### src/wwdg_pkg.sv
// package: register map, field layout and types of the windowed watchdog
`default_nettype none
package wwdg_pkg;
	// register byte offsets
	localparam logic [11:0] OFS_CONTROL_CONFIG = 12'h000;
	localparam logic [11:0] OFS_COUNTER_CLEAR = 12'h004;
	localparam logic [11:0] OFS_STATE_FLAGS = 12'h008;
	localparam logic [11:0] OFS_MODULE_REVISION = 12'h3fc;
	// reset values
	localparam logic [31:0] RST_CONTROL_CONFIG = 32'h00010080;
	localparam logic [31:0] RST_STATE_FLAGS = 32'h00000003;
	// arbitrary revision value, no meaning
	localparam logic [31:0] REVISION_VALUE = 32'h00000123;
	// key field and key values
	localparam int KEY_LSB = 24;
	localparam logic [7:0] KEY_FIRST = 8'h55;
	localparam logic [7:0] KEY_SECOND = 8'haa;
	// control, clear and state flag field positions
	localparam int BIT_EN = 0;
	localparam int BIT_DAR = 1;
	localparam int BIT_MODE = 2;
	localparam int BIT_LOCK = 3;
	localparam int BIT_FCD = 7;
	localparam int PSEL_LSB = 8;
	localparam int BIT_CEN = 16;
	localparam int BIT_COUNT_CLOCK_SOURCE = 17;
	localparam int TBAN_LSB = 18;
	localparam int BIT_CLEAR_REQ = 0;
	localparam int BIT_CLEARED = 1;
	localparam int BIT_WINDOW = 0;
	// timeout select loaded by the autostart fuse, above 100 ms on the rc osc
	localparam logic [4:0] PSEL_AUTOSTART = 5'h10;

	typedef struct packed {
		logic hsel;
		logic [31:0] haddr;
		logic [1:0] htrans;
		logic hwrite;
		logic [2:0] hsize;
		logic [31:0] hwdata;
		logic hready;
	} wwdg_ahb_req_s;

	typedef struct packed {
		logic hreadyout;
		logic hresp;
		logic [31:0] hrdata;
	} wwdg_ahb_rsp_s;

	typedef struct packed {
		logic en_req;
		logic en_act;
		logic disable_after_wd_reset;
		logic mode;
		logic lock;
		logic fcd;
		logic [4:0] psel;
		logic count_clock_enable;
		logic count_clock_source;
		logic [4:0] tban;
	} wwdg_ctrl_s;

	typedef struct packed {
		wwdg_ctrl_s ctrl;
		logic boot;
		logic ctrl_armed;
		logic [23:0] ctrl_first;
		logic clr_armed;
		logic cleared;
		logic clr_pend;
		logic [31:0] cnt;
		logic rst_req;
		logic cal_req;
		logic dph_wr;
		logic [11:0] dph_addr;
		logic [31:0] rdata;
	} wwdg_state_s;
endpackage
`default_nettype wire

### src/wwdg_top.sv
// windowed watchdog with keyed registers on an ahb-lite slave port
//
// The AHB-Lite interface to the registers was decided locally.
`default_nettype none
// Function
// RULE_01 - no disable flag: restart count after trip
// RULE_02 - disable flag: trip clears only enable (any trip here also clears lock)
// RULE_03 - fuse and no calibration: ignore disable flag
// RULE_04 - mode bit: basic/window, frozen while enabled
// RULE_05 - window timeout is ban plus timeout
// RULE_06 - clear inside ban period trips reset
// RULE_07 - clear in window restarts count
// RULE_08 - accepted control change clears counter
// RULE_09 - counter at total timeout trips reset
// RULE_10 - software disables by enable only
// RULE_11 - stopped count clock blocks disable readback
// RULE_12 - fuse autostart: basic, rc osc, long timeout
// RULE_13 - trip without calibration flag recalibrates
// RULE_14 - other resets always recalibrate
// RULE_15 - lock bit blocks control writes
// RULE_16 - control write needs 55 then aa
// RULE_17 - clear needs keyed pair with bit
// RULE_18 - source select: rc osc or crystal
// RULE_19 - count clock enable gates counting
// RULE_20 - enable readback follows counting domain
// RULE_21 - software clears periodically in window
// RULE_22 - software picks timeout above startup
// RULE_23 - basic timeout is two power psel+1
// RULE_24 - cleared flag drops, rises, gates clears
// RULE_25 - window flag low in ban period
// RULE_26 - other reset: count clock on, rc
// RULE_27 - bus to count domain crossing synchronised
// RULE_28 - reset request held one count tick
module wwdg_top (
	// clock and reset
	input wire logic sys_clk,
	input wire logic resetn,
	// register bus
	input wire wwdg_pkg::wwdg_ahb_req_s ahb_req,
	output wwdg_pkg::wwdg_ahb_rsp_s ahb_rsp,
	// count clock ticks, one cycle pulses
	input wire logic system_rc_osc_tick,
	input wire logic slow_crystal_osc_tick,
	// fuse and flash calibration
	input wire logic autostart_fuse,
	input wire logic flash_cal_finish,
	output logic flash_cal_request,
	// to power manager
	output logic watchdog_reset_request
);
	////////////////////////////////////////////////////////////////////////
	wwdg_pkg::wwdg_state_s s_q;
	wwdg_pkg::wwdg_state_s s_d;
	logic tick;
	logic addr_ph;
	logic [33:0] ban_len;
	logic [33:0] psel_len;
	logic [33:0] total_len;
	logic [33:0] cnt_next;
	logic in_ban;
	logic [31:0] ctrl_rd;
	logic [31:0] wd;
	logic [7:0] key;
	logic ctrl_ok;
	logic clr_ok;
	logic trip;

	////////////////////////////////////////////////////////////////////////
	// count clock selection and gating
	assign tick = s_q.ctrl.count_clock_enable && (s_q.ctrl.count_clock_source ? // RULE_18 RULE_19
		slow_crystal_osc_tick : system_rc_osc_tick);

	// period lengths, wide enough for a select of 31
	assign ban_len = 34'h1 << (6'(s_q.ctrl.tban) + 6'h1); // RULE_05
	assign psel_len = 34'h1 << (6'(s_q.ctrl.psel) + 6'h1); // RULE_23
	assign total_len = s_q.ctrl.mode ? ban_len + psel_len : psel_len;
	assign cnt_next = {2'h0, s_q.cnt} + 34'h1;
	assign in_ban = s_q.ctrl.mode && ({2'h0, s_q.cnt} < ban_len); // RULE_25

	// readback: enable shows the counting domain, key reads zero
	assign ctrl_rd = {8'h00, 1'b0, s_q.ctrl.tban, s_q.ctrl.count_clock_source,
		s_q.ctrl.count_clock_enable, 3'h0, s_q.ctrl.psel, s_q.ctrl.fcd, 3'h0,
		s_q.ctrl.lock, s_q.ctrl.mode, s_q.ctrl.disable_after_wd_reset,
		s_q.ctrl.en_act}; // RULE_16 RULE_20

	assign addr_ph = ahb_req.hsel && ahb_req.htrans[1] && ahb_req.hready;
	assign wd = ahb_req.hwdata;
	assign key = wd[wwdg_pkg::KEY_LSB +: 8];
	assign ctrl_ok = s_q.dph_wr
		&& s_q.dph_addr == wwdg_pkg::OFS_CONTROL_CONFIG
		&& s_q.ctrl_armed && key == wwdg_pkg::KEY_SECOND
		&& wd[23:0] == s_q.ctrl_first && !s_q.ctrl.lock; // RULE_15 RULE_16
	assign clr_ok = s_q.dph_wr
		&& s_q.dph_addr == wwdg_pkg::OFS_COUNTER_CLEAR
		&& s_q.clr_armed && key == wwdg_pkg::KEY_SECOND
		&& wd[wwdg_pkg::BIT_CLEAR_REQ]; // RULE_17
	assign trip = tick && s_q.ctrl.en_act && ((s_q.clr_pend && in_ban)
		|| (!s_q.clr_pend && cnt_next >= total_len)); // RULE_06 RULE_09

	////////////////////////////////////////////////////////////////////////
	always_comb begin
		s_d = s_q;
		s_d.boot = 1'b0;
		// autostart at the first edge after release
		if (s_q.boot && autostart_fuse) begin
			s_d.ctrl.en_req = 1'b1; // RULE_12
			s_d.ctrl.en_act = 1'b1;
			s_d.ctrl.mode = 1'b0;
			s_d.ctrl.count_clock_source = 1'b0;
			s_d.ctrl.psel = wwdg_pkg::PSEL_AUTOSTART;
		end
		// bus data phase
		if (s_q.dph_wr && s_q.dph_addr == wwdg_pkg::OFS_CONTROL_CONFIG) begin
			s_d.ctrl_armed = key == wwdg_pkg::KEY_FIRST;
			s_d.ctrl_first = wd[23:0];
		end
		if (s_q.dph_wr && s_q.dph_addr == wwdg_pkg::OFS_COUNTER_CLEAR) begin
			s_d.clr_armed = key == wwdg_pkg::KEY_FIRST
				&& wd[wwdg_pkg::BIT_CLEAR_REQ];
		end
		if (ctrl_ok) begin
			s_d.ctrl.en_req = wd[wwdg_pkg::BIT_EN];
			if (!(autostart_fuse && !s_q.ctrl.fcd
				&& wd[wwdg_pkg::BIT_DAR])) begin
				s_d.ctrl.disable_after_wd_reset = wd[wwdg_pkg::BIT_DAR]; // RULE_03
			end
			if (!s_q.ctrl.en_act) begin
				s_d.ctrl.mode = wd[wwdg_pkg::BIT_MODE]; // RULE_04
			end
			s_d.ctrl.lock = wd[wwdg_pkg::BIT_LOCK]; // RULE_15
			s_d.ctrl.psel = wd[wwdg_pkg::PSEL_LSB +: 5];
			s_d.ctrl.count_clock_enable = wd[wwdg_pkg::BIT_CEN]; // RULE_19
			s_d.ctrl.count_clock_source = wd[wwdg_pkg::BIT_COUNT_CLOCK_SOURCE];
			s_d.ctrl.tban = wd[wwdg_pkg::TBAN_LSB +: 5];
			// counter restarts without a reset, unless a trip falls in the same cycle
			s_d.cnt = 32'h0; // RULE_08
			s_d.clr_pend = 1'b0;
			s_d.cleared = 1'b1;
		end
		// a clear is taken only while the previous one is finished
		if (clr_ok && s_q.cleared) begin
			s_d.cleared = 1'b0; // RULE_24
			s_d.clr_pend = 1'b1; // RULE_27
		end
		// counting domain: enable and clear take effect on a count tick
		if (tick) begin
			s_d.ctrl.en_act = s_q.ctrl.en_req; // RULE_11 RULE_20 RULE_27
			s_d.rst_req = 1'b0; // RULE_28
			if (s_q.ctrl.en_act && !ctrl_ok) begin
				s_d.cnt = s_q.cnt + 32'h1;
			end
			if (s_q.clr_pend) begin
				s_d.cnt = 32'h0; // RULE_07
				s_d.clr_pend = 1'b0;
				s_d.cleared = 1'b1; // RULE_24
			end
		end
		// watchdog trip: counter and lock cleared, enable cleared under the disable flag, rest of config kept
		if (trip) begin
			s_d.cnt = 32'h0; // RULE_01 RULE_06 RULE_09
			s_d.rst_req = 1'b1; // RULE_28
			s_d.ctrl.lock = 1'b0; // RULE_15
			s_d.ctrl_armed = 1'b0;
			s_d.clr_armed = 1'b0;
			if (s_q.ctrl.disable_after_wd_reset) begin
				s_d.ctrl.en_req = 1'b0; // RULE_02
				s_d.ctrl.en_act = 1'b0;
			end
			if (!s_q.ctrl.fcd) begin
				s_d.cal_req = 1'b1; // RULE_13
			end
		end
		if (s_q.cal_req && flash_cal_finish) begin
			s_d.cal_req = 1'b0; // RULE_13 RULE_14
			s_d.ctrl.fcd = 1'b1;
		end
		// address phase: latch and prepare read data one cycle ahead
		s_d.dph_wr = addr_ph && ahb_req.hwrite;
		s_d.dph_addr = ahb_req.haddr[11:0];
		s_d.rdata = 32'h0;
		if (addr_ph && !ahb_req.hwrite) begin
			unique case (ahb_req.haddr[11:0])
				wwdg_pkg::OFS_CONTROL_CONFIG: s_d.rdata = ctrl_rd;
				wwdg_pkg::OFS_STATE_FLAGS: begin
					s_d.rdata[wwdg_pkg::BIT_CLEARED] = s_q.cleared;
					s_d.rdata[wwdg_pkg::BIT_WINDOW] = !in_ban; // RULE_25
				end
				wwdg_pkg::OFS_MODULE_REVISION:
					s_d.rdata = wwdg_pkg::REVISION_VALUE;
				default: s_d.rdata = 32'h0;
			endcase
		end
	end

	////////////////////////////////////////////////////////////////////////
	// reset: count clock on from rc osc, calibration requested
	always_ff @(posedge sys_clk or negedge resetn) begin
		if (!resetn) begin
			s_q <= '0;
			s_q.ctrl.count_clock_enable <= 1'b1; // RULE_26
			s_q.ctrl.count_clock_source <= 1'b0;
			s_q.cleared <= 1'b1;
			s_q.boot <= 1'b1;
			s_q.cal_req <= 1'b1; // RULE_14
		end else begin
			s_q <= s_d;
		end
	end

	assign ahb_rsp.hreadyout = 1'b1;
	assign ahb_rsp.hresp = 1'b0;
	assign ahb_rsp.hrdata = s_q.rdata;
	assign flash_cal_request = s_q.cal_req;
	assign watchdog_reset_request = s_q.rst_req;

	////////////////////////////////////////////////////////////////////////
	// reset request stays up until the next count tick
	a_rst_hold: assert property (@(posedge sys_clk) disable iff (!resetn)
		$rose(watchdog_reset_request) ##1 !tick[*1] |->
		watchdog_reset_request) // RULE_28
		else $error("reset request dropped early");

	a_trip_timeout: assert property (@(posedge sys_clk)
		disable iff (!resetn)
		tick && s_q.ctrl.en_act && !s_q.clr_pend
		&& cnt_next >= total_len |=> watchdog_reset_request
		&& s_q.cnt == 32'h0) // RULE_09
		else $error("no reset at total timeout");

	a_ban_clear: assert property (@(posedge sys_clk) disable iff (!resetn)
		tick && s_q.ctrl.en_act && s_q.clr_pend && in_ban
		|=> watchdog_reset_request) // RULE_06
		else $error("clear in ban period did not trip");

	a_win_clear: assert property (@(posedge sys_clk) disable iff (!resetn)
		tick && s_q.ctrl.en_act && s_q.clr_pend && !in_ban && !ctrl_ok
		|=> s_q.cnt == 32'h0 && s_q.cleared
		&& !$rose(watchdog_reset_request)) // RULE_07
		else $error("window clear mishandled");

	a_ctrl_clears: assert property (@(posedge sys_clk) disable iff (!resetn)
		ctrl_ok && !trip |=> s_q.cnt == 32'h0
		&& !$rose(watchdog_reset_request)) // RULE_08
		else $error("control write did not clear counter");

	a_lock_holds: assert property (@(posedge sys_clk) disable iff (!resetn)
		s_q.ctrl.lock && !trip && !tick && !(s_q.boot && autostart_fuse)
		&& !(s_q.cal_req && flash_cal_finish) |=> $stable(s_q.ctrl)) // RULE_15
		else $error("locked control changed");

	a_mode_frozen: assert property (@(posedge sys_clk) disable iff (!resetn)
		s_q.ctrl.en_act && !s_q.boot |=> $stable(s_q.ctrl.mode)) // RULE_04
		else $error("mode changed while enabled");

	a_en_no_tick: assert property (@(posedge sys_clk) disable iff (!resetn)
		!tick && !trip && !s_q.boot |=> $stable(s_q.ctrl.en_act)) // RULE_20
		else $error("enable readback moved without tick");

	a_clr_gated: assert property (@(posedge sys_clk) disable iff (!resetn)
		clr_ok && !s_q.cleared && !ctrl_ok |=> !s_q.cleared) // RULE_24
		else $error("clear taken while busy");

	a_key_zero: assert property (@(posedge sys_clk) disable iff (!resetn)
		s_q.rdata[31:24] == 8'h00) // RULE_16
		else $error("key field read nonzero");

	////////////////////////////////////////////////////////////////////////
	// count clock gating: a stopped clock freezes enable and count
	a_cen_stall: assert property (@(posedge sys_clk) // RULE_11
		disable iff (!resetn)
		!s_q.ctrl.count_clock_enable && !(s_q.boot && autostart_fuse)
		|=> $stable(s_q.ctrl.en_act))
		else $error("enable moved with count clock off");

	a_cen_count: assert property (@(posedge sys_clk) // RULE_19
		disable iff (!resetn)
		!s_q.ctrl.count_clock_enable && !ctrl_ok |=> $stable(s_q.cnt))
		else $error("counter moved with count clock off");

	a_sel_rc: assert property (@(posedge sys_clk) // RULE_18
		disable iff (!resetn)
		!s_q.ctrl.count_clock_source && !system_rc_osc_tick && !ctrl_ok
		|=> $stable(s_q.cnt))
		else $error("counter moved without rc tick");

	a_sel_xo: assert property (@(posedge sys_clk) // RULE_18
		disable iff (!resetn)
		s_q.ctrl.count_clock_enable && s_q.ctrl.count_clock_source && slow_crystal_osc_tick
		&& s_q.ctrl.en_act && !s_q.clr_pend && !ctrl_ok && !trip
		|=> s_q.cnt == $past(s_q.cnt) + 32'h1)
		else $error("crystal tick did not count");

	////////////////////////////////////////////////////////////////////////
	// counter bounds: an enabled count never passes the total
	a_bound_basic: assert property (@(posedge sys_clk) // RULE_23
		disable iff (!resetn)
		s_q.ctrl.en_act && !s_q.ctrl.mode
		|-> {2'h0, s_q.cnt} < (34'h1 << (6'(s_q.ctrl.psel) + 6'h1)))
		else $error("basic count beyond timeout");

	a_bound_win: assert property (@(posedge sys_clk) // RULE_05
		disable iff (!resetn)
		s_q.ctrl.en_act && s_q.ctrl.mode
		|-> {2'h0, s_q.cnt} < (34'h1 << (6'(s_q.ctrl.tban) + 6'h1))
		+ (34'h1 << (6'(s_q.ctrl.psel) + 6'h1)))
		else $error("window count beyond total");

	a_rst_clear: assert property (@(posedge sys_clk) // RULE_09
		disable iff (!resetn)
		$rose(watchdog_reset_request) |-> s_q.cnt == 32'h0)
		else $error("counter kept at reset request");

	a_rst_cause: assert property (@(posedge sys_clk) // RULE_28
		disable iff (!resetn)
		$rose(watchdog_reset_request) |-> $past(tick))
		else $error("reset request without count tick");

	////////////////////////////////////////////////////////////////////////
	// trip aftermath: disable flag, calibration, kept fields
	a_dar_off: assert property (@(posedge sys_clk) // RULE_02
		disable iff (!resetn)
		trip && s_q.ctrl.disable_after_wd_reset
		|=> !s_q.ctrl.en_act && !s_q.ctrl.en_req)
		else $error("trip with disable flag left enable");

	a_dar_others: assert property (@(posedge sys_clk) // RULE_02
		disable iff (!resetn)
		trip && !ctrl_ok |=> $stable(s_q.ctrl.psel)
		&& $stable(s_q.ctrl.tban) && $stable(s_q.ctrl.mode)
		&& $stable(s_q.ctrl.count_clock_source) && $stable(s_q.ctrl.count_clock_enable))
		else $error("trip changed a kept control field");

	a_nodar_run: assert property (@(posedge sys_clk) // RULE_01
		disable iff (!resetn)
		trip && !s_q.ctrl.disable_after_wd_reset
		|=> s_q.ctrl.en_act && s_q.cnt == 32'h0)
		else $error("trip without disable flag stopped count");

	a_cal_redo: assert property (@(posedge sys_clk) // RULE_13
		disable iff (!resetn)
		trip && !s_q.ctrl.fcd && !flash_cal_finish
		|=> flash_cal_request)
		else $error("trip did not request calibration");

	a_cal_keep: assert property (@(posedge sys_clk) // RULE_13
		disable iff (!resetn)
		trip && s_q.ctrl.fcd
		|=> $stable(flash_cal_request) && s_q.ctrl.fcd)
		else $error("calibration redone with flag set");

	a_fcd_set: assert property (@(posedge sys_clk) // RULE_14
		disable iff (!resetn)
		flash_cal_request && flash_cal_finish
		|=> s_q.ctrl.fcd && !flash_cal_request)
		else $error("calibration end not recorded");

	////////////////////////////////////////////////////////////////////////
	// state right after a bus-side reset
	a_boot_clock: assert property (@(posedge sys_clk) // RULE_26
		disable iff (!resetn)
		s_q.boot |-> s_q.ctrl.count_clock_enable && !s_q.ctrl.count_clock_source)
		else $error("count clock not on rc after reset");

	a_boot_cal: assert property (@(posedge sys_clk) // RULE_14
		disable iff (!resetn)
		s_q.boot |-> flash_cal_request && !s_q.ctrl.fcd)
		else $error("no calibration after reset");

	a_auto_start: assert property (@(posedge sys_clk) // RULE_12
		disable iff (!resetn)
		s_q.boot && autostart_fuse |=> s_q.ctrl.en_act
		&& !s_q.ctrl.mode && !s_q.ctrl.count_clock_source
		&& s_q.ctrl.psel == wwdg_pkg::PSEL_AUTOSTART)
		else $error("fuse autostart setup wrong");

	////////////////////////////////////////////////////////////////////////
	// keyed access and refusals
	a_dar_guard: assert property (@(posedge sys_clk) // RULE_03
		disable iff (!resetn)
		ctrl_ok && autostart_fuse && !s_q.ctrl.fcd && !s_q.ctrl.disable_after_wd_reset
		|=> !s_q.ctrl.disable_after_wd_reset)
		else $error("disable flag set before calibration");

	a_key_order: assert property (@(posedge sys_clk) // RULE_16
		disable iff (!resetn)
		s_q.dph_wr && s_q.dph_addr == wwdg_pkg::OFS_CONTROL_CONFIG
		&& key != wwdg_pkg::KEY_FIRST |=> !s_q.ctrl_armed)
		else $error("control pair armed without first key");

	a_lock_refuse: assert property (@(posedge sys_clk) // RULE_15
		disable iff (!resetn)
		s_q.ctrl.lock |-> !ctrl_ok)
		else $error("control write taken while locked");

	a_clr_zero: assert property (@(posedge sys_clk) // RULE_17
		disable iff (!resetn)
		s_q.dph_wr && s_q.dph_addr == wwdg_pkg::OFS_COUNTER_CLEAR
		&& !wd[wwdg_pkg::BIT_CLEAR_REQ]
		|=> !s_q.clr_armed && !$rose(s_q.clr_pend))
		else $error("clear bit zero had an effect");

	a_clear_drop: assert property (@(posedge sys_clk) // RULE_24
		disable iff (!resetn)
		clr_ok && s_q.cleared |=> !s_q.cleared && s_q.clr_pend)
		else $error("cleared flag did not drop");

	a_clear_rise: assert property (@(posedge sys_clk) // RULE_24
		disable iff (!resetn)
		tick && s_q.clr_pend |=> s_q.cleared && !s_q.clr_pend)
		else $error("cleared flag did not rise");

	a_en_sync: assert property (@(posedge sys_clk) // RULE_20
		disable iff (!resetn)
		ctrl_ok && !tick |=> $stable(s_q.ctrl.en_act))
		else $error("enable readback changed on the write");

	////////////////////////////////////////////////////////////////////////
	// status readback of the window flag
	a_win_ban: assert property (@(posedge sys_clk) // RULE_25
		disable iff (!resetn)
		addr_ph && !ahb_req.hwrite
		&& ahb_req.haddr[11:0] == wwdg_pkg::OFS_STATE_FLAGS
		&& s_q.ctrl.mode
		&& {2'h0, s_q.cnt} < (34'h1 << (6'(s_q.ctrl.tban) + 6'h1))
		|=> !ahb_rsp.hrdata[wwdg_pkg::BIT_WINDOW])
		else $error("window flag high in ban period");

	a_win_basic: assert property (@(posedge sys_clk) // RULE_25
		disable iff (!resetn)
		addr_ph && !ahb_req.hwrite
		&& ahb_req.haddr[11:0] == wwdg_pkg::OFS_STATE_FLAGS
		&& !s_q.ctrl.mode
		|=> ahb_rsp.hrdata[wwdg_pkg::BIT_WINDOW])
		else $error("window flag low in basic mode");
endmodule
`default_nettype wire

### config.mk
export PLATFORM = sky130hd
export DESIGN_NAME = wwdg_top
export DESIGN_NICKNAME = d
export VERILOG_FILES = /design/src/wwdg_pkg.sv /design/src/wwdg_top.sv
export SDC_FILE = /design/constraint.sdc
export NUM_CORES = 1
export LEC_CHECK = 0
export ABC_AREA = 0
export BUFFER_PORTS_ARGS = -buffer_cell sky130_fd_sc_hd__buf_2
export CORE_ASPECT_RATIO = 1.2
export CORE_UTILIZATION = 40
export DETAILED_ROUTE_END_ITERATION = 6
export PLACE_DENSITY = 0.66
export SYNTH_ARGS = -nofsm -noshare
export SYNTH_HDL_FRONTEND = slang
export SYNTH_SLANG_ARGS = --single-unit
### constraint.sdc
create_clock -name sys_clk -period 4.5 [get_ports sys_clk]
set_input_delay 0.675 -clock sys_clk [delete_from_list [all_inputs] [get_ports sys_clk]]
set_output_delay 0.675 -clock sys_clk [all_outputs]
set_load 0.005 [all_outputs]
After elaboration in Yosys (flattened, before gate mapping)
Cells that the tools add are included.
{"block": "totals", "register_bits": 126, "inputBits": 78, "out_inout_bits": 36, "wordCells": 111}
{"block": "op_classes", "addsub": 5, "order_cmp": 2, "n_eq_ne": 7, "shifts": 2, "mux": 29, "n_bitwise": 1, "n_reduce_logical": 43}
{"operator": "$mux 34", "n": 4}
{"operator": "$shl 1x6->34 const A", "n": 2}
{"operator": "$pmux 21 s2", "n": 1}
{"operator": "$mux 35", "n": 1}
{"operator": "$add 34x34->34", "n": 1}
{"operator": "$ge 33x34->1", "n": 1}
{"operator": "$lt 32x34->1", "n": 1}
{"operator": "$add 32x1->33 const B", "n": 1}
{"operator": "$add 32x1->32 const B", "n": 1}
{"operator": "$mux 32", "n": 1}
{"operator": "$logic_and 1x1->1", "n": 26}
{"operator": "$mux 25", "n": 1}
{"operator": "$eq 24x24->1", "n": 1}
{"operator": "$logic_not 12->1", "n": 2}
{"operator": "$mux 23", "n": 1}
{"operator": "$add 5x1->6 const B", "n": 2}
{"operator": "$eq 12x10->1 const B", "n": 1}
{"operator": "$eq 12x3->1 const B", "n": 1}
{"operator": "$eq 12x4->1 const B", "n": 1}
{"operator": "$mux 1", "n": 12}
{"operator": "$mux 12", "n": 1}
{"operator": "$reduce_bool 2->1", "n": 6}
{"operator": "$mux 2", "n": 5}
{"operator": "$eq 8x7->1 const B", "n": 1}
{"operator": "other kinds (8)", "n": 14}

Logic depth before layout (Yosys ltp)
Gate-level depths: netlist (run 1).
{"block": "logic_depth", "word_depth": 13, "mapped_depth": 25, "mapped_depth_nobuf": 23}

Worst setup path after synthesis (run 1)
Ideal clock, no wire load.
{"block": "synth_timing", "kind": "register -> register", "from": "register s_q, in the netlist ctrl_rd[9]", "to": "register s_q[47] (netlist name)", "setup_ns": 0.137, "arrival_ns": 4.631, "t_required_ns": 4.363, "path_slack_ns": -0.268, "path_stages_with_launch": 25, "n_path_buf": 3, "synth_period_minus_slack_ns": 4.768, "cell_sequence": "dfrtp_1 -> clkbuf_1 -> or2_2 -> clkbuf_1 -> nor2_1 -> ha_1 -> or2_2 -> a2111oi_1 -> a21oi_1 -> a211o_1 -> a311oi_2 -> o21ai_1 -> a41oi_2 -> xnor2_1 -> a21oi_1 -> ha_1 -> nand2_1 -> nor4_1 -> nand3_1 -> a21oi_1 -> a21oi_1 -> o2bb2ai_1 -> nor3_4 -> buf_2 -> nor3_1"}
{"element": "from (decl)", "line_no": "wwdg_top.sv:52", "text": "wwdg_pkg::wwdg_state_s s_q;"}

==> qor.yml, run 1 <==
ios: 114
violations: "negative setup slack"
synth_top_area_share_pct: 28.1
synthFlopType: "dfrtp_1"
max-vdd-ir-drop_v: 0.000280
grt_pass1_wl_um: 43700
synth-seq-cells: 112
ctsHoldBuffers: 0
crit_type: "reg2reg"
drt_iter0_drc: 498
async_flop_share_pct: 100
relSlewSlack_pct: 30.7
cts_root_buf: "clkbuf_16"
syn_to_final_growth_pct: 27.0
slowest_delay_ns: 0.44
port_buffers: 73
yosys_warnings: 0
grt_overflow_total: 0
cts_buffers: 9
place_ws_ns: -0.634
critical_path_arrival_ns: 5.38
num_vias: 9021
yosysSeqAreaShare_pct: 29.2
initial_utilization_pct: 41.2
setup_viol: 39
critPathCaptureType: "register"
crit_required_ns: 4.77
gp_congestion: 0.885
crit_path_frequent_cell: "a21o_1"
antenna_found_initial: 0
die_w_um: 144
dieArea_um2: 24700
final_nets: 1540
clock_skew_ns: 0.0156
fin_util_pct: 52.3
post-route-drc-count: 0
max-cap-violations: 0
vias_per_cell: 5.35
fin_hold_ws_ns: 0.360
core_um2: 23400
drv_slew: 0
cts_tree: "built"
grt.total_usage_pct: 22.6
synth_area_um2: 9620
clockBufferDepth: 2
synth_edf_count: 0
hold_violations: 0
h-tree-depth: 3
netlist_instances: 1153
rows: 61
grt_pass1_vias: 8789
clk_pin_slew_ns: 0.08
yosys-top-cells-area: "dfrtp_1 28%, ha_1 12%, xnor2_1 6.4%"
status: "finished, violations left"
yosys.cell_types.count: 71
fmax_ghz: 0.196
ant_nets: 0
die_h_um: 172
avgSynthCellArea_um2: 8.34
drive_gt1_share_pct: 29.2
power.leakage_nw: 6.20
start_kind: "register"
diodes: 0
path_delay_family: "compound AO/OA/AOI/OAI gates"
rsz0062_at_grt: "yes"
p_per_area_nw_per_um2: 154
drtPass1Iterations: 5
hold_path.class: "in2async"
tightest_slew_ns: 1.04
wl_um: 26800
clk_latency_ns: 0.35
min_period_ns: 5.11
timing.final.crit_share_pct: 114
yosysTopAreaCell: "dfrtp_1"
hpwlAfterDp_um: 21600
crit_fanout: 9
cts_sinks: 112
wire_per_inst_um: 15.9
slowest_stage: "or3_4"
path_buf_inv: 4
grt_max_degree: 53
worst_slack_ns: -0.615
-- area by class of cell --
class,count,area [um^2]
Inverter,48,180
Timing Repair Buffer,271,1920
Clock buffer,9,225
Multi-Input combinational cell,923,6620
Tap cell,315,394
Fill cell,2223,11100
Clock inverter,7,70.1
Sequential cell,112,2810
-- worst paths after layout --
check                                   startpoint                       to  slack, ns  cells past startpoint
hold / removal                              resetn        s_q[74]$_DFF_PN0_       0.36                      1
min in group sys_clk                   ahb_req[50]        s_q[43]$_DFF_PN0_       0.44                      1
setup reg to reg           ctrl_rd[12]$_DFFE_PN0P_        s_q[71]$_DFF_PN0_      -0.61                     25
setup / recovery           ctrl_rd[12]$_DFFE_PN0P_        s_q[71]$_DFF_PN0_      -0.61                     25
max in group asynchronous                   resetn  ctrl_rd[16]$_DFFE_PN1P_       3.22                      2
hold reg to reg            ctrl_rd[16]$_DFFE_PN1P_  ctrl_rd[16]$_DFFE_PN1P_       0.47                      2
-- sequential cells by signal, indices dropped and copies added (netlist names) --
name                    flops
s_q                        75
flash_cal_request           1
ctrl_rd                    17
ahb_rsp                    18
watchdog_reset_request      1
-- report_power, final --
group	switching [mW]	internal, mW	leakage (nW)
combinational	0.0501	0.0306	4.56
clock	0.391	0.393	0.147
sequential	0.00202	1.01	1.50
-- stage by stage --
stage | cells | cell area (um^2) | total power [mW] | setup TNS [ns]
2_1_floorplan | 1170 | 9880 | 1.07 | -0.00514
3_3_place_gp | 1659 | 11600 | 1.11 | -20.74
3_5_place_dp | 1659 | 11600 | 1.12 | -22.10
4_1_cts | 1680 | 12000 | 1.89 | -22.73
5_1_grt | 1685 | 12200 | 1.94 | -28.65
6_report | 1685 | 12200 | 1.88 | -21.89
-- cells by family after synthesis --
kind of cell / share of synthesized area (%)
AOI/OAI and AO/OA: 17.9
xor gates and xnor gates: 7.74
adders and majority gates: 12.8
buffers and inverters: 6.74
DFF: 29.2
muxes: 3.25
other: 0.0781
and+or+nand+nor: 22.3
-- cell usage after synthesis, types with 11 or more instances --
master    instances
inv_1            48
mux2_2           26
ha_1             96
nor2b_1          12
and2_1           18
o21a_1           13
nand2_1         118
nor3_1           58
o21ai_0          26
nand3_1          35
nand4_1          29
a211oi_1         11
xnor2_1          70
o22ai_1          18
a21oi_1          94
buf_4            35
xor2_1           15
a21o_1           41
clkbuf_1         40
nor2_1           87
dfrtp_1         108
and3_1           16
-- per-layer routing --
| layer | GRT usage, % | up-vias | share of wire [%] |
|---|---|---|---|
| met1 | 28.5 | 4242 | 44 |
| met3 | 1.83 | 53 | 3.0 |
| met5 | 0 | - | 0 |
| met4 | 9.90 | 0 | 3.9 |
| met2 | 39.2 | 206 | 49 |
| li1 | - | 4520 | - |
-- repair_timing --
item,in CTS,in global routing
hold endpoints to repair,0,0
endpoints found under the setup margin,39,39
setup buffers,4,7
pin swaps,26,28
resized for setup,19,44
cloned,1,0
-- placed cells by master (no fill, tap or decap), drive strengths merged, types with 5 or more instances in the layout --
cell type / instances
ha: 96
o22ai: 18
nor3: 60
nand2b: 7
nor2: 87
and2: 18
or3: 5
a21oi: 95
conb: 19
a2111oi: 5
o21ai: 29
nand3: 35
nand4: 29
a31oi: 8
a211oi: 11
nand2: 118
buf: 271
inv: 52
clkbuf: 9
o21bai: 9
xnor2: 70
nor2b: 12
nor4: 9
o211ai: 8
nand3b: 5
o21a: 13
nor3b: 5
and4: 9
dfrtp: 108
or2: 5
xor2: 15
a21o: 41
mux2: 26
and3: 16
Note: power is estimated with default switching activity, not from simulation.
==> inputs of run 2 (changes only) <==
--- a/config.mk
+++ b/config.mk
@@ -8,9 +8,9 @@
 export ABC_AREA = 0
 export BUFFER_PORTS_ARGS = -buffer_cell sky130_fd_sc_hd__buf_2
 export CORE_ASPECT_RATIO = 1.2
-export CORE_UTILIZATION = 40
+export CORE_UTILIZATION = 54
 export DETAILED_ROUTE_END_ITERATION = 6
-export PLACE_DENSITY = 0.66
+export PLACE_DENSITY = 0.83
 export SYNTH_ARGS = -nofsm -noshare
 export SYNTH_HDL_FRONTEND = slang
 export SYNTH_SLANG_ARGS = --single-unit
==> qor.yml, run 2 (synthesis gave the netlist of run 1 again) <==
status: "finished, violations left"
violations: "negative setup slack"
syn_to_final_growth_pct: 31.1
worst_slack_ns: -0.705  # -0.0900 ns
drt_iter0_drc: 1120  # +120%
setup_tns_ns: -25.09  # -3.20 ns
core_um2: 17500  # -25%
power.leakage_nw: 6.33  # +2.1%
clk_latency_ns: 0.36  # about the same
reg2regPathDepth: 22  # -12%
tightest_slew_ns: 1.08  # +0.0444 ns
clockBufferDepth: 2  # unchanged
post-route-drc-count: 0  # unchanged
clock_skew_ns: 0.0155  # -0.000141 ns
drv_slew: 0  # unchanged
drtPass1Iterations: 6  # +1
grt_pass1_wl_um: 50300  # +15%
slowest_delay_ns: 0.43  # about the same
layout_common_cells: "208 x buf_4, 117 x nand2_1, 105 x dfrtp_1, 93 x ha_1, 82 x a21oi_1"
regArea_um2: 2810  # unchanged
crit_path_frequent_cell: "a21o_1"
min_period_ns: 5.21  # +0.0900 ns
sw_frac_of_total_pct: 25.1  # +1.5 points
layout_commonest_cell: "buf_4"
cp_cell_sequence: "or3_4, nor2_4, ha_4, a21o_1, maj3_2, a311o_1, a211o_1, nor2b_4, a31oi_1, xnor2_1, a21oi_1, ha_1, a21o_1, a21o_1, a21oi_2, o211ai_1, a21oi_2, o2bb2ai_4, nor3_4, buf_6, clkbuf_16, nor3_1"
dpl_cell_area_um2: 11500  # -0.92%
grt_pass1_vias: 10200  # +16%
ios: 114  # unchanged
rsz0062_at_grt: "yes"
port_buffers: 73  # unchanged
timing.final.crit_share_pct: 116  # +2.0 points
setup_viol: 39  # unchanged
grt.total_usage_pct: 35.3  # +13 points
drive_gt1_share_pct: 32.0  # +2.8 points
power.total_mw: 1.94  # +3.0%
num_vias: 10400  # +15%
initial_utilization_pct: 54.9  # +14 points
grt_overflow_total: 0  # unchanged
seq_power_share_pct: 52.4  # -1.6 points
n_fill_cell: 1131  # -49%
die_w_um: 124  # -14%
p_sw_uw: 487  # +9.7%
crit_required_ns: 4.77  # about the same
crit_type: "reg2reg"
cts_sinks: 112  # unchanged
hold_path.class: "in2async"
final_nets: 1565  # +1.6%
cts_root_buf: "clkbuf_16"
gp_congestion: 0.957  # +8.1%
hpwlAfterDp_um: 22200  # +2.9%
crit_start: "ctrl_rd[12]$_DFFE_PN0P_"
p_per_area_nw_per_um2: 153  # -0.20%
critPathCaptureType: "register"
intPower_mw: 1.45  # +0.93%
fmax_ghz: 0.192  # -1.7%
vias_per_cell: 6.43  # +20%
place_ws_ns: -0.700  # -0.0669 ns
p_comb_share_pct: 4.4  # about the same
max-cap-violations: 0  # unchanged
largest_register: "s_q"
hold_violations: 0  # unchanged
rows: 53  # -13%
clkPwrFrac_pct: 43.1  # +1.4 points
clk_pin_slew_ns: 0.09  # about the same
wire_per_inst_um: 20.3  # +27%
max-vdd-ir-drop_v: 0.000344  # +23%
wl_um: 32800  # +22%
ant_nets: 0  # unchanged
largest_register_ffs: 75  # unchanged
cts_buffers: 9  # unchanged
critical_path_arrival_ns: 5.47  # +0.09 ns
h-tree-depth: 3  # unchanged
diodes: 0  # unchanged
slowest_stage: "or3_4"
crit_fanout: 6  # -3
antenna_found_initial: 0  # unchanged
timing.rr.start: "ctrl_rd[12]$_DFFE_PN0P_"
grt_max_degree: 48  # -9.4%
die_h_um: 148  # -14%
multi_input_area_um2: 6880  # +4.0%
ctsHoldBuffers: 0  # unchanged
start_kind: "register"
dieArea_um2: 18400  # -26%
fin_hold_ws_ns: 0.285  # -0.0750 ns
relSlewSlack_pct: 27.8  # -2.9 points
final_area_um2: 12600  # +3.2%
cts_tree: "built"
[run 2: through the flow]
stage / cells / util [%]
CTS: 1604 / 70.1
global route: 1615 / 72.0
global placement: 1569 / 65.5
detailed placement: 1569 / 65.5
floorplan: 1170 / -
finish: 1615 / 72.0
[run 2: power by group through the flow]
stage                     Clock [mW]  Sequential (mW)  Combinational [mW]
after CTS                      0.831             1.01              0.0833
after floorplan                    0             1.03              0.0320
after global placement             0             1.03              0.0784
after global routing           0.874             1.02              0.0954
after detailed placement           0             1.03              0.0818
final                          0.835             1.01              0.0858
[run 2: path summary, 6_finish.rpt]
path	endpoint	slack, ns
min reg2reg	ctrl_rd[16]$_DFFE_PN1P_	0.48
min in group sys_clk	s_q[33]$_DFF_PN0_	0.43
max in group asynchronous	ctrl_rd[22]$_DFFE_PN0P_	3.25
max reg2reg	s_q[78]$_DFF_PN0_	-0.71
max	s_q[78]$_DFF_PN0_	-0.71
min	s_q[73]$_DFF_PN0_	0.29
[run 2: critical path: cells and delay by family, from the launching register on]
family	cells	cell delay (ns)
AND/OR/NAND/NOR	5	0.97
adder cells (fa/ha/maj)	3	0.84
buffers and inverters	2	0.34
AO/OA/AOI/OAI	11	2.35
XOR/XNOR	1	0.15
flip-flops	1	0.42
[run 2: layer usage]
layer  track usage (%)  share of wire (%)  vias to the layer above
li1                  -                  -                     4559
met1              41.3                 37                     4900
met2              57.1                 47                      698
met3              5.06                7.5                      232
met4              28.8                8.5                        0
met5                 0                  0                        -
[run 2: timing repair]
action / 4_1_cts / 5_1_grt
endpoints found under the setup margin: 39 / 39
pin swaps: 60 / 46
resized for setup: 72 / 42
buffers inserted: 18 / 11
cloned: 1 / 1
[run 2: cell type report]
class | instances | share of cell area [%]
clock buffer | 9 | 1.79
clock inverter | 7 | 0.754
inverter | 48 | 1.43
multi-input combinational | 924 | 54.5
sequential | 112 | 22.3
tap | 220 | 2.18
timing repair buffer | 295 | 17.0
